--- config.mk ---
export PLATFORM = sky130hd
export DESIGN_NAME = ads_sequencer
export DESIGN_NICKNAME = d
export VERILOG_FILES = /design/src/rtl/ads_pkg.sv /design/src/rtl/ads_sequencer.sv
export SDC_FILE = /design/constraint.sdc
export NUM_CORES = 1
export LEC_CHECK = 0
export ABC_AREA = 1
export CELL_PAD_IN_SITES_DETAIL_PLACEMENT = 1
export CELL_PAD_IN_SITES_GLOBAL_PLACEMENT = 2
export CORE_MARGIN = 5
export CORE_UTILIZATION = 36
export CTS_CLUSTER_DIAMETER = 60
export CTS_CLUSTER_SIZE = 8
export DETAILED_ROUTE_END_ITERATION = 10
export DONT_BUFFER_PORTS = 1
export PLACE_DENSITY = 0.79
export SYNTH_ARGS = -nofsm -noshare
export SYNTH_HDL_FRONTEND = slang
export SYNTH_SLANG_ARGS = --single-unit
--- constraint.sdc ---
create_clock -name clock -period 3.1 [get_ports clock]
set_clock_uncertainty 0.2 [all_clocks]
set_input_delay 0.155 -clock clock [delete_from_list [all_inputs] [get_ports clock]]
set_output_delay 0.155 -clock clock [all_outputs]
set_load 0.03 [all_outputs]
--- src/rtl/ads_pkg.sv ---
// Shared constants and carrier types for the accumulator display sequencer
package ads_pkg;

    // Timing divider and step counter shape
    localparam int TIMER_WIDTH = 24;
    localparam int STEP_WIDTH = 4;
    localparam int TAP_STROBE_LOW = 6;
    localparam int TAP_STROBE_HIGH = 7;
    localparam int TAP_STEP = 8;

    // Upper table address bits driven by the display request (table addresses 060-077 octal)
    localparam logic [3:0] ACC_PROGRAM_PAGE = 4'h3;

    // Table words of the accumulator display program, indexed by step
    localparam logic [7:0] WORD_DRIVE_TABLE = 8'h0B;
    localparam logic [7:0] WORD_OUTPUT_OPCODE = 8'hD3;
    localparam logic [7:0] WORD_PANEL_PORT = 8'hFF;
    localparam logic [7:0] WORD_RELEASE_ONLY = 8'h01;
    localparam logic [7:0] WORD_JUMP_OPCODE = 8'hC3;
    localparam logic [7:0] WORD_DRIVE_LOW_ADDR = 8'h23;
    localparam logic [7:0] WORD_DRIVE_HIGH_ADDR = 8'h13;
    localparam logic [7:0] WORD_CLEAR = 8'h00;
    localparam logic [7:0] WORD_TERMINATOR = 8'h7F;
    localparam logic [7:0] ACC_PROGRAM [0:15] = '{
        WORD_DRIVE_TABLE, WORD_OUTPUT_OPCODE, WORD_DRIVE_TABLE, WORD_PANEL_PORT,
        WORD_RELEASE_ONLY, WORD_CLEAR, WORD_DRIVE_TABLE, WORD_JUMP_OPCODE,
        WORD_DRIVE_LOW_ADDR, WORD_CLEAR, WORD_DRIVE_HIGH_ADDR, WORD_CLEAR,
        WORD_CLEAR, WORD_TERMINATOR, WORD_TERMINATOR, WORD_TERMINATOR};

    // Control latch output positions (output n sits at bit 8-n)
    localparam int CTRL_ARM_B = 0;
    localparam int CTRL_ARM_A = 1;
    localparam int CTRL_DRIVE_TABLE = 3;
    localparam int CTRL_DRIVE_HIGH = 4;
    localparam int CTRL_DRIVE_LOW = 5;

    // Front-panel output port number
    localparam logic [7:0] PANEL_PORT = 8'hFF;
    localparam logic [7:0] IDLE_DATA_LINES = 8'hFF;

    // APB register map
    localparam int APB_ADDR_WIDTH = 8;
    localparam logic [7:0] REG_CONTROL = 8'h00;
    localparam logic [7:0] REG_STATUS = 8'h04;
    localparam logic [7:0] REG_SAVED_ADDRESS = 8'h08;
    localparam logic [7:0] REG_LAMPS = 8'h0C;
    localparam int CONTROL_START_BIT = 0;
    localparam int CONTROL_TIMER_ENABLE_BIT = 1;
    localparam logic CONTROL_TIMER_ENABLE_RESET = 1'b1;

    typedef enum logic [1:0] {
        PHASE_IDLE = 2'b00,
        PHASE_STARTING = 2'b01,
        PHASE_STEPPING = 2'b10
    } ads_phase_type;

    typedef struct packed {
        logic psel;
        logic penable;
        logic pwrite;
        logic [APB_ADDR_WIDTH-1:0] paddr;
        logic [31:0] pwdata;
    } ads_apb_req_type;

    typedef struct packed {
        logic [31:0] prdata;
        logic pready;
        logic pslverr;
    } ads_apb_rsp_type;

    typedef struct packed {
        logic [15:0] programAddress;
        logic [15:0] address;
        logic [7:0] dataOut;
        logic [7:0] memoryData;
        logic cycleSync;
        logic statusDataOut5N;
        logic dataInStrobe;
        logic outputStatus;
        logic writeStrobe;
    } ads_cpu_in_type;

    typedef struct packed {
        logic ready;
        logic [7:0] dataIn;
        logic dataInEnable;
    } ads_cpu_out_type;

    typedef struct packed {
        logic [15:0] zero;
        logic [7:0] controlLatch;
        logic [3:0] step;
        logic pad;
        logic run;
        logic [1:0] phase;
    } ads_status_type;

endpackage

--- src/rtl/ads_sequencer.sv ---
// Accumulator display sequencer: table program that forces bytes into a halted processor
`timescale 1ns/1ps
`default_nettype none

module ads_sequencer #(
    parameter int TIMER_WIDTH = ads_pkg::TIMER_WIDTH
) (
    input wire logic clock,
    input wire logic rst_n,
    input wire ads_pkg::ads_apb_req_type apbReq,
    output var ads_pkg::ads_apb_rsp_type apbRsp,
    input wire logic accShowRequest,
    input wire ads_pkg::ads_cpu_in_type cpuIn,
    output var ads_pkg::ads_cpu_out_type cpuOut,
    output logic [7:0] forcedDataInN,
    output logic [7:0] tableAddress,
    output logic [7:0] tableData,
    output logic accShowActiveN,
    output logic displayLatchMode,
    output logic displayLatchStrobe,
    output logic [7:0] displayLamps,
    output logic singleCycleReleaseN,
    output logic forcedInputGateN,
    output logic panelReadyN,
    output logic stepCounterClearN,
    output logic addressSaveStrobe
);

    // Refuse a divider too short to carry the step tap
    if (TIMER_WIDTH <= ads_pkg::TAP_STEP) begin : gTimerCheck
        $error("TIMER_WIDTH must exceed the step tap position");
    end

    // Refuse taps that cannot form a strobe window ahead of the step tap
    if (ads_pkg::TAP_STROBE_LOW >= ads_pkg::TAP_STROBE_HIGH
        || ads_pkg::TAP_STROBE_HIGH >= ads_pkg::TAP_STEP) begin : gTapCheck
        $error("strobe taps must sit below the step tap");
    end

    // Refuse a step counter that does not span the program table
    if ((1 << ads_pkg::STEP_WIDTH) != $size(ads_pkg::ACC_PROGRAM)) begin : gTableCheck
        $error("step counter must span the program table");
    end

    typedef struct packed {
        ads_pkg::ads_phase_type phase;
        logic [TIMER_WIDTH-1:0] timer;
        logic tap8Prev;
        logic switchPrev;
        logic startLatch;
        logic [ads_pkg::STEP_WIDTH-1:0] step;
        logic stepWorked;
        logic [7:0] controlLatch;
        logic [15:0] savedAddress;
        logic run;
        logic timerEnable;
        logic apbReady;
        logic apbError;
        logic [31:0] apbData;
        logic cpuReady;
        logic readyN;
        logic [7:0] cpuDataIn;
        logic cpuDataInEnable;
        logic [7:0] forcedN;
        logic [7:0] tableAddr;
        logic [7:0] tableWord;
        logic activeN;
        logic mode;
        logic dispStrobe;
        logic [7:0] lamps;
        logic releaseN;
        logic gateN;
        logic clearN;
        logic saveStrobe;
    } ads_state_type;

    ads_state_type r;
    ads_state_type s;

    // Table lookup: only the accumulator display page holds a program
    function automatic logic [7:0] readTable(input logic [7:0] addr);
        if (addr[7:4] == ads_pkg::ACC_PROGRAM_PAGE) begin
            readTable = ads_pkg::ACC_PROGRAM[addr[3:0]];
        end else begin
            readTable = ads_pkg::WORD_CLEAR;
        end
    endfunction

    // Byte put on the forced data lines by the enabled drivers
    function automatic logic [7:0] forcedByte(input logic [7:0] ctrl, input logic [7:0] word,
                                              input logic [15:0] saved);
        if (ctrl[ads_pkg::CTRL_DRIVE_TABLE]) begin
            forcedByte = word;
        end else if (ctrl[ads_pkg::CTRL_DRIVE_LOW]) begin
            forcedByte = saved[7:0];
        end else if (ctrl[ads_pkg::CTRL_DRIVE_HIGH]) begin
            forcedByte = saved[15:8];
        end else begin
            forcedByte = ads_pkg::WORD_CLEAR;
        end
    endfunction

    // True when any forced-data driver is enabled
    function automatic logic driversOn(input logic [7:0] ctrl);
        driversOn = ctrl[ads_pkg::CTRL_DRIVE_TABLE] | ctrl[ads_pkg::CTRL_DRIVE_LOW]
            | ctrl[ads_pkg::CTRL_DRIVE_HIGH];
    endfunction

    // Next-state logic
    always_comb begin
        logic tap6;
        logic tap7;
        logic tap8;
        logic strobe;
        logic stepClock;
        logic access;
        logic commit;
        logic swStart;
        logic press;
        logic odd;
        logic [7:0] word;
        logic [7:0] nextAddr;
        logic panelWrite;
        logic gateOn;
        ads_pkg::ads_status_type status;
        tap6 = 1'b0;
        tap7 = 1'b0;
        tap8 = 1'b0;
        strobe = 1'b0;
        stepClock = 1'b0;
        access = 1'b0;
        commit = 1'b0;
        swStart = 1'b0;
        press = 1'b0;
        odd = 1'b0;
        word = '0;
        nextAddr = '0;
        panelWrite = 1'b0;
        gateOn = 1'b0;
        status = '0;
        s = r;

        // Free-running divider and its taps
        if (r.timerEnable) begin
            s.timer = r.timer + 1'b1;
        end
        tap6 = r.timer[ads_pkg::TAP_STROBE_LOW];
        tap7 = r.timer[ads_pkg::TAP_STROBE_HIGH];
        tap8 = r.timer[ads_pkg::TAP_STEP];
        strobe = tap6 & tap7 & ~tap8;
        stepClock = tap8 & ~r.tap8Prev;
        s.tap8Prev = tap8;

        // APB slave: one wait state, then answer with pready
        access = apbReq.psel & apbReq.penable & ~r.apbReady;
        s.apbReady = access;
        s.apbError = 1'b0;
        status.controlLatch = r.controlLatch;
        status.step = r.step;
        status.run = r.run;
        status.phase = r.phase;
        if (access) begin
            s.apbData = '0;
            case (apbReq.paddr)
                ads_pkg::REG_CONTROL: begin
                    s.apbData[ads_pkg::CONTROL_TIMER_ENABLE_BIT] = r.timerEnable;
                end
                ads_pkg::REG_STATUS: begin
                    s.apbData = status;
                end
                ads_pkg::REG_SAVED_ADDRESS: begin
                    s.apbData[15:0] = r.savedAddress;
                end
                ads_pkg::REG_LAMPS: begin
                    s.apbData[7:0] = r.lamps;
                end
                default: begin
                    s.apbError = 1'b1;
                end
            endcase
        end

        // Control write lands only at the completing edge, while pready stands high,
        // so a transfer that the master abandons early never starts the sequence
        commit = r.apbReady & apbReq.psel & apbReq.penable & apbReq.pwrite;
        if (commit && (apbReq.paddr == ads_pkg::REG_CONTROL)) begin
            s.timerEnable = apbReq.pwdata[ads_pkg::CONTROL_TIMER_ENABLE_BIT];
            swStart = apbReq.pwdata[ads_pkg::CONTROL_START_BIT];
        end

        // Sequencer
        press = (accShowRequest & ~r.switchPrev) | swStart;
        s.switchPrev = accShowRequest;
        odd = r.step[0];
        word = readTable({ads_pkg::ACC_PROGRAM_PAGE, r.step});
        case (r.phase)
            ads_pkg::PHASE_IDLE: begin
                if (press) begin
                    s.phase = ads_pkg::PHASE_STARTING;
                    s.startLatch = 1'b1;
                    s.step = '0;
                    s.savedAddress = cpuIn.programAddress;
                    s.controlLatch = ads_pkg::WORD_CLEAR;
                    s.stepWorked = 1'b0;
                    s.run = 1'b0;
                end
            end
            ads_pkg::PHASE_STARTING: begin
                s.step = '0;
                if (!tap6) begin
                    s.startLatch = 1'b0;
                    s.phase = ads_pkg::PHASE_STEPPING;
                end
            end
            ads_pkg::PHASE_STEPPING: begin
                if (word == ads_pkg::WORD_TERMINATOR) begin
                    s.phase = ads_pkg::PHASE_IDLE;
                end else begin
                    // Even step loads the control word, odd step keeps it
                    if (strobe && !odd) begin
                        s.controlLatch = word;
                        s.stepWorked = 1'b1;
                    end
                    // Armed odd step: release the processor once
                    if (strobe && odd && !r.stepWorked) begin
                        s.stepWorked = 1'b1;
                        if (r.controlLatch[ads_pkg::CTRL_ARM_B]) begin
                            s.run = 1'b1;
                        end
                    end else if (r.run && cpuIn.cycleSync && !cpuIn.statusDataOut5N) begin
                        s.run = 1'b0;
                    end
                    // Advance only after the step's work and with the processor halted
                    if (stepClock && r.stepWorked && !r.run) begin
                        s.step = r.step + 1'b1;
                        s.stepWorked = 1'b0;
                    end
                end
            end
            default: begin
                s.phase = ads_pkg::PHASE_IDLE;
            end
        endcase

        // Release strobe and forced-input gate of an armed odd step
        // Gate stays open while run so a read that outlasts the window completes
        s.releaseN = ~((r.phase == ads_pkg::PHASE_STEPPING) & odd & strobe
            & r.controlLatch[ads_pkg::CTRL_ARM_B]);
        gateOn = (s.phase == ads_pkg::PHASE_STEPPING) & s.step[0]
            & s.controlLatch[ads_pkg::CTRL_ARM_A] & (strobe | s.run);
        s.gateN = ~gateOn;

        // Table view and forced data lines
        nextAddr = {ads_pkg::ACC_PROGRAM_PAGE, s.step};
        s.tableAddr = nextAddr;
        s.tableWord = readTable(nextAddr);
        if (driversOn(s.controlLatch)) begin
            s.forcedN = ~forcedByte(s.controlLatch, s.tableWord, s.savedAddress);
        end else begin
            s.forcedN = ads_pkg::IDLE_DATA_LINES;
        end

        // Processor side: data input driven only while gated and read strobed
        s.cpuReady = s.run;
        s.readyN = ~s.run;
        s.cpuDataIn = forcedByte(s.controlLatch, s.tableWord, s.savedAddress);
        s.cpuDataInEnable = gateOn & cpuIn.dataInStrobe
            & driversOn(s.controlLatch);

        // Start latch outputs and active indication
        s.clearN = ~s.startLatch;
        s.saveStrobe = s.startLatch;
        s.activeN = (s.phase == ads_pkg::PHASE_IDLE);
        s.mode = s.activeN;

        // Display latch: panel port writes always, memory reads only in mode high
        panelWrite = (cpuIn.address[7:0] == ads_pkg::PANEL_PORT) & cpuIn.outputStatus
            & cpuIn.writeStrobe;
        s.dispStrobe = panelWrite | (r.mode & cpuIn.dataInStrobe);
        if (panelWrite) begin
            s.lamps = cpuIn.dataOut;
        end else if (r.mode && cpuIn.dataInStrobe) begin
            s.lamps = cpuIn.memoryData;
        end
    end

    // State register
    always_ff @(posedge clock or negedge rst_n) begin
        if (!rst_n) begin
            r <= '0;
            r.phase <= ads_pkg::PHASE_IDLE;
            r.timerEnable <= ads_pkg::CONTROL_TIMER_ENABLE_RESET;
            r.forcedN <= ads_pkg::IDLE_DATA_LINES;
            r.activeN <= 1'b1;
            r.mode <= 1'b1;
            r.releaseN <= 1'b1;
            r.gateN <= 1'b1;
            r.clearN <= 1'b1;
            r.readyN <= 1'b1;
        end else begin
            r <= s;
        end
    end

    // Outputs straight from the state register
    assign apbRsp.prdata = r.apbData;
    assign apbRsp.pready = r.apbReady;
    assign apbRsp.pslverr = r.apbError;
    assign cpuOut.ready = r.cpuReady;
    assign cpuOut.dataIn = r.cpuDataIn;
    assign cpuOut.dataInEnable = r.cpuDataInEnable;
    assign forcedDataInN = r.forcedN;
    assign tableAddress = r.tableAddr;
    assign tableData = r.tableWord;
    assign accShowActiveN = r.activeN;
    assign displayLatchMode = r.mode;
    assign displayLatchStrobe = r.dispStrobe;
    assign displayLamps = r.lamps;
    assign singleCycleReleaseN = r.releaseN;
    assign forcedInputGateN = r.gateN;
    assign panelReadyN = r.readyN;
    assign stepCounterClearN = r.clearN;
    assign addressSaveStrobe = r.saveStrobe;

endmodule

`default_nettype wire

==> impl_metrics.tcl, run 1 <==
set metrics [dict create \
    post_layout_nonfiller_instances 831 \
    synth-edff-count 0 \
    post_drt_wl_per_cell_um 17.8 \
    drt_drc_violations_left 0 \
    finalWeightedCongestion 0.849 \
    ys_top_cells_by_area "sky130_fd_sc_hd__dfrtp_1, sky130_fd_sc_hd__buf_4, sky130_fd_sc_hd__nand2_1" \
    grt_antenna_before_repair 0 \
    top_area_cell_type_share_of_the_netlist_area_pct 40.3 \
    ioPinCount 183 \
    grt_setup_unrepaired "no" \
    max-vdd-ir-drop_mv 0.303 \
    detailroute.via_count 4077 \
    mappedNetlistArea_mm2 0.00553 \
    worstHoldPathType "in -> reg" \
    fp.coreArea_mm2 0.0151 \
    numCtsBuffers 9 \
    io_buffer_count 0 \
    startpoint_kind_of_the_worst_setup_timing_path "flip-flop" \
    ant_nets 0 \
    clk-insertion-delay-late_ns 0.35 \
    detail_route.first_pass.iterations 4 \
    fp.dieH_um 134 \
    max_freq_mhz 381 \
    worst_ep_required_time_ns 3.19 \
    final_max_slew_viol_count 0 \
    leakagePower_nw 2.92 \
    cts.root.buffer_cell "sky130_fd_sc_hd__clkbuf_16" \
    max-clock-path-buffers 2 \
    drv.max_cap_violation_count 0 \
    worst_path_max_delay_cell "sky130_fd_sc_hd__o21ai_0" \
    numPlacedInstances 775 \
    clk_pin_slew_worst_paths_ns 0.07 \
    maxSlewHeadroom_pct 49.9 \
    layout-area-overhead-vs-synth_pct 7.63 \
    synthesis.area_per_instance_um2 8.45 \
    synth_async_sr_flop_share_pct 100 \
    cts.sink_count 103 \
    highest_count_cells_in_the_layout_ignoring_fill_and_taps "sky130_fd_sc_hd__nand2_1, sky130_fd_sc_hd__dfrtp_1, sky130_fd_sc_hd__inv_1" \
    critical_path.n_buffers_inverters 1 \
    number_of_nets_in_the_layout 744 \
    cp-end-kind "flip-flop" \
    setup_total_negative_slack_ns 0 \
    fin_crit_sh_pct 84.8 \
    initial_utilization_pct 36.5 \
    layout_commonest_cell "sky130_fd_sc_hd__nand2_1" \
    detailedRoute.firstIterationViolations 237 \
    critical_path_class "reg -> reg" \
    cts_tree "built" \
    hpwlAfterDp_um 11000 \
    htree_num_levels 3 \
    power_density_mw_per_mm2 661 \
    worstPathMaxFanout 20 \
    setup_violations 0 \
    critPathMaxStageDelay_ns 0.50 \
    hold-worst-slack_ns 0.0288 \
    grt_first_pass_wirelength_um 23800 \
    synth_cell_type_count 46 \
    synthesis.instances 654 \
    layout_min_cycle_time_ns 2.63 \
    global_route.usage.total_pct 16.9 \
    dominantRegCellSynth "sky130_fd_sc_hd__dfrtp_1" \
    grt_start_max_net_pins 104 \
    critical-path-top-cell-by-count "sky130_fd_sc_hd__nand2_1" \
    synth.largest_area_cell "sky130_fd_sc_hd__dfrtp_1" \
    grt_pass1_vias 4365 \
    yosys_warnings 0 \
    ys_seq_area_share_pct 47.0 \
    area_of_the_die_mm2 0.0179 \
    outcome "completed" \
    final-hold-violation-count 0 \
    die-width_um 134 \
    route.detailed.vias_per_inst 4.91 \
    floorplan.rows 45 \
    ffs_latches_synth 103 \
    num_antenna_cells 0 \
    timing.critical_path.max_delay_family "simple AND/OR/NAND/NOR gates" \
    cp_data_arrival_time_ns 2.71 \
    route.final.wire_length_um 14800 \
    global_route_total_overflow 0 \
    critical_path.cell_chain "nand2_1, nor2_1, nand3_2, nand2_1, nand2_2, clkinv_2, o21ai_0, nand2_2, o21ai_1, nand2_1, nand2_1" \
    final_layout_size_suffix_gt1_share_pct 11.4 \
    worst-slew-pin-transition_ns 0.746 \
]
-- per-layer routing --
layer | share of wire [%] | vias to the layer above | global-route usage (%)
met5 | 0 | - | 0
met4 | 1.8 | 0 | 5.89
met3 | 5.4 | 17 | 3.71
met2 | 50 | 88 | 28.7
met1 | 43 | 1998 | 21.2
li1 | - | 1974 | -
-- through the flow --
step / util, % / total power (W) / instance area, um2 / setup WS, ns
after floorplan: - / 0.00265 / 5590 / 0.776
after global placement: 34.4 / 0.00269 / 5210 / 0.506
after detailed placement: 34.4 / 0.00274 / 5210 / 0.462
after CTS: 39.3 / 0.00399 / 5950 / 0.425
after global routing: 39.3 / 0.00419 / 5950 / 0.273
final: 39.3 / 0.00393 / 5950 / 0.472
-- registers in the layout (all words and copies together) (netlist names), 2 cells and up --
| name | flops |
|---|---|
| tableData | 8 |
| displayLamps | 8 |
| cpuOut | 10 |
| apbRsp | 18 |
| r | 42 |
| tableAddress | 2 |
| forcedDataInN | 8 |
-- report_power, final --
part / internal (W) / leakage [nW] / switching (W) / total (W)
clock: 0.000677 / 0.154 / 0.000491 / 0.00117
combinational: 0.000323 / 1.60 / 0.000590 / 0.000913
sequential: 0.00156 / 1.17 / 0.000283 / 0.00185
-- worst min-delay path: stages --
cell and delay (ns):
sky130_fd_sc_hd__inv_1 0.04, sky130_fd_sc_hd__nand2_1 0.13, sky130_fd_sc_hd__o22ai_1 0.10, sky130_fd_sc_hd__nand2_1 0.07
sky130_fd_sc_hd__nand2_1 0.04
-- kinds of logic (layout without fill, tap and decap cells) --
| kind of cell | count (synthesis) | in the layout | share of synthesized area (%) |
|---|---|---|---|
| adders and majority gates | 7 | 7 | 1.59 |
| other | 2 | 19 | 0.136 |
| AOI/OAI and AO/OA | 97 | 97 | 10.8 |
| and+or+nand+nor | 269 | 269 | 22.0 |
| DFF | 103 | 103 | 47.0 |
| xor gates and xnor gates | 8 | 8 | 1.27 |
| buffers and inverters | 168 | 140 | 17.3 |
-- final cells by class --
class / count / area, um2
fillers: 1785 / 9200
well taps: 188 / 235
repair buffers: 48 / 478
clock buffers: 15 / 308
multi-input cells: 400 / 2040
inverters: 76 / 287
clock inverters: 1 / 7.51
flip-flops and latches: 103 / 2590
-- synthesized netlist by cell type (2+ instances only) --
library cell               count
sky130_fd_sc_hd__o31ai_1       2
sky130_fd_sc_hd__nand3_1      43
sky130_fd_sc_hd__conb_1        2
sky130_fd_sc_hd__o21ai_2       3
sky130_fd_sc_hd__inv_2         5
sky130_fd_sc_hd__buf_4        78
sky130_fd_sc_hd__o221ai_1      2
sky130_fd_sc_hd__xnor2_1       3
sky130_fd_sc_hd__dfstp_2      14
sky130_fd_sc_hd__ha_1          7
sky130_fd_sc_hd__inv_1        69
sky130_fd_sc_hd__nand2_4       2
sky130_fd_sc_hd__a21oi_4       2
sky130_fd_sc_hd__nor2_2        2
sky130_fd_sc_hd__o211ai_1      2
sky130_fd_sc_hd__nor2_4        3
sky130_fd_sc_hd__nor3_1        4
sky130_fd_sc_hd__buf_2         5
sky130_fd_sc_hd__o21ai_1       4
sky130_fd_sc_hd__dfrtp_1      89
sky130_fd_sc_hd__xor2_1        5
sky130_fd_sc_hd__nand4_1      16
sky130_fd_sc_hd__clkbuf_1      5
sky130_fd_sc_hd__a21oi_1      27
sky130_fd_sc_hd__nand2_1     146
sky130_fd_sc_hd__nor2_1       38
sky130_fd_sc_hd__nand2_2       8
sky130_fd_sc_hd__o311ai_0      2
sky130_fd_sc_hd__buf_6         2
sky130_fd_sc_hd__nand3_2       3
sky130_fd_sc_hd__o22ai_1       3
sky130_fd_sc_hd__o21ai_0      44
-- worst paths after layout --
path | startpoint | to | slack [ns] | cells past startpoint
worst max-delay path | apbRsp[1] | cpuOut[4] | 0.47 | 11
worst min register to register | r[126] | r[117] | 0.28 | 0
worst max register to register | apbRsp[1] | cpuOut[4] | 0.47 | 11
min in group asynchronous | rst_n | tableAddress[4] | 0.18 | 2
max in group asynchronous | rst_n | forcedInputGateN | 2.08 | 2
worst min-delay path | apbReq[34] | apbRsp[5] | 0.03 | 5
-- repair_timing --
action	4_1_cts	5_1_grt
hold endpoints to repair	134	0
gates resized for setup	0	0
hold buffers	40	0
setup buffers	0	0
No activity file was read; power rests on OpenSTA's default activity.
==> run 2, diff against run 1 <==
Settings changed: CORE_UTILIZATION 36 to 33, PLACE_DENSITY 0.79 to 0.76.
Clock period 3.1 ns to 2.4 ns, I/O delays scaled along.
==> run 2 against run 1 <==
First-iteration DRC count down 16%. The flow now finishes with violations (negative hold slack). Flip-flop and latch count did not move. Count of clock-buffer cells in the layout decreased by 1.
==> impl_metrics.tcl, run 2 (same netlist as run 1, synthesis figures left out) <==
set metrics [dict create \
    initial_utilization_pct 33.4 \
    cts.sink_count 103 \
    grt_use_met1_pct 20.3 \
    detailedRoute.firstIterationViolations 200 \
    met2_usage_pct 28.5 \
    setup_ws_ns 0.0693 \
    grt_start_max_net_pins 104 \
    layout-area-overhead-vs-synth_pct 16.0 \
    io_buffer_count 0 \
    cts_tree "built" \
    power_density_mw_per_mm2 832 \
    post-route-cell-area_mm2 0.00641 \
    max-clock-path-buffers 2 \
    grt_pass1_vias 4703 \
    cp-end-kind "flip-flop" \
    critical-path-top-cell-by-count "sky130_fd_sc_hd__nand2_1" \
    hpwlAfterDp_um 11800 \
    floorplan.rows 47 \
    setup_violations 0 \
    numCtsBuffers 9 \
    cp_data_arrival_time_ns 2.36 \
    drv.max_cap_violation_count 0 \
    global_route_total_overflow 0 \
    layout_commonest_cell "sky130_fd_sc_hd__nand2_1" \
    timing.reg2reg.setup_slack_ns 0.07 \
    num_antenna_cells 0 \
    drt_drc_violations_left 0 \
    number_of_nets_in_the_layout 785 \
    critPathMaxStageDelay_ns 0.40 \
    post_cts_hold_buffer_count 41 \
    final_max_slew_viol_count 0 \
    fillCellCount 1973 \
    max-vdd-ir-drop_mv 0.365 \
    area_of_the_die_mm2 0.0194 \
    violations "negative hold slack" \
    busiest_layer "met2" \
    max_freq_mhz 429 \
    cts.root.buffer_cell "sky130_fd_sc_hd__clkbuf_16" \
    ant_nets 0 \
    hold-worst-slack_ns -0.737 \
    route.final.wire_length_um 15800 \
    detailroute.via_count 4299 \
    flip_flop_count_of_the_largest_register_all_copies_and_words_added 42 \
    worstPathMaxFanout 5 \
    dpl-instance-area_mm2 0.00548 \
    grt_antenna_before_repair 0 \
    ioPinCount 183 \
    grt_first_pass_wirelength_um 25500 \
    route.detailed.vias_per_inst 4.76 \
    maxSlewHeadroom_pct 53.8 \
    die-width_um 139 \
    critical_path_class "reg -> reg" \
    post_layout_nonfiller_instances 904 \
    utilization_pct 38.8 \
    post_drt_wl_per_cell_um 17.5 \
    clk-insertion-delay-late_ns 0.36 \
    numPlacedInstances 835 \
    final_layout_size_suffix_gt1_share_pct 19.0 \
    critical_path.cell_chain "buf_4, ha_1, ha_1, nand3_1, nand2_2, nand3_4, nor2_2, nor2_1, nand2_1, nand2_1, nand2_1, nand2_1" \
    highest_count_cells_in_the_layout_ignoring_fill_and_taps "sky130_fd_sc_hd__nand2_1, sky130_fd_sc_hd__dfrtp_1, sky130_fd_sc_hd__inv_1" \
    dp_slack_ns -0.0940 \
    worst_ep_required_time_ns 2.43 \
    final-hold-violation-count 103 \
    global_route.usage.total_pct 16.4 \
    grt_setup_unrepaired "yes" \
    globalRouteMet3Util_pct 3.84 \
    finalWeightedCongestion 0.825 \
    fin_crit_sh_pct 97.1 \
    layout_min_cycle_time_ns 2.33 \
    startpoint_kind_of_the_worst_setup_timing_path "flip-flop" \
    fp.dieH_um 139 \
    clk_pin_slew_worst_paths_ns 0.07 \
    htree_num_levels 3 \
    leakagePower_nw 3.13 \
    worst_path_max_delay_cell "sky130_fd_sc_hd__dfrtp_1" \
    worstHoldPathType "in -> async" \
    outcome "finished with violations" \
    fp.coreArea_mm2 0.0165 \
    worst-slew-pin-transition_ns 0.688 \
    largest-register "r" \
    detail_route.first_pass.iterations 4 \
]
==> run 2: cell types whose count changed in the layout (fill, tap and decap cells not counted), moves of 4 or more <==
cell and change:
sky130_fd_sc_hd__buf_4 +36, sky130_fd_sc_hd__inv_1 -4, sky130_fd_sc_hd__nand2_1 -5, sky130_fd_sc_hd__nand3_1 -4, sky130_fd_sc_hd__o21ai_0 -9, sky130_fd_sc_hd__o21ai_1 +5
==> run 2: cell type report <==
class                           instances  area (um2)  share of cell area (%)
Timing Repair Buffer                   88         806                    12.6
Inverter                               76         294                    4.59
Clock buffer                           14         274                    4.27
Tap cell                              220         275                    4.29
Clock inverter                          2        37.5                   0.585
Sequential cell                       103        2590                    40.5
Multi-Input combinational cell        400        2120                    33.1
Timing Repair inverter                  1        5.00                  0.0781
==> run 2: power by group <==
group	internal, W	switching [W]
Clock	0.000896	0.000651
Sequential	0.00202	0.000367
Combinational	0.000602	0.000798
Total	0.00352	0.00182
==> run 2: metrics by stage <==
step	setup TNS [ns]	power (W)	hold WS, ns
after CTS	0	0.00529	-0.762
after global routing	-0.414	0.00567	-0.759
after global placement	-0.441	0.00354	-0.372
after floorplan	0	0.00343	-0.376
after detailed placement	-0.702	0.00360	-0.371
final	0	0.00533	-0.737
==> run 2: worst paths after layout <==
| kind | start | endpoint | depth (start not counted) |
|---|---|---|---|
| min in group clock | cpuIn[25] | displayLatchStrobe | 2 |
| hold reg to reg | r[109] | r[109] | 2 |
| setup / recovery | r[111] | cpuOut[5] | 12 |
| hold / removal | rst_n | cpuOut[8] | 0 |
| max in group asynchronous | rst_n | panelReadyN | 0 |
| setup reg to reg | r[111] | cpuOut[5] | 12 |
==> run 2: per-layer routing <==
metal	share of wire, %	vias to the layer above
li1	-	2057
met1	43	2119
met2	50	101
met3	4.8	22
met4	1.8	0
met5	0	-
==> run 2: worst max-delay path, delay by kind of cell, from the launching register on <==
kind          cells  cell delay, ns
fa+ha+maj         2            0.51
buf+inv           1            0.17
flops             1            0.40
simple gates      9            0.94
==> run 2: repair_timing <==
action	CTS	global route
pin swaps	4	10
setup endpoints to repair	19	33
resized for setup	7	29
gates cloned	0	2
buffers inserted	5	5
endpoints found under the hold margin	136	103
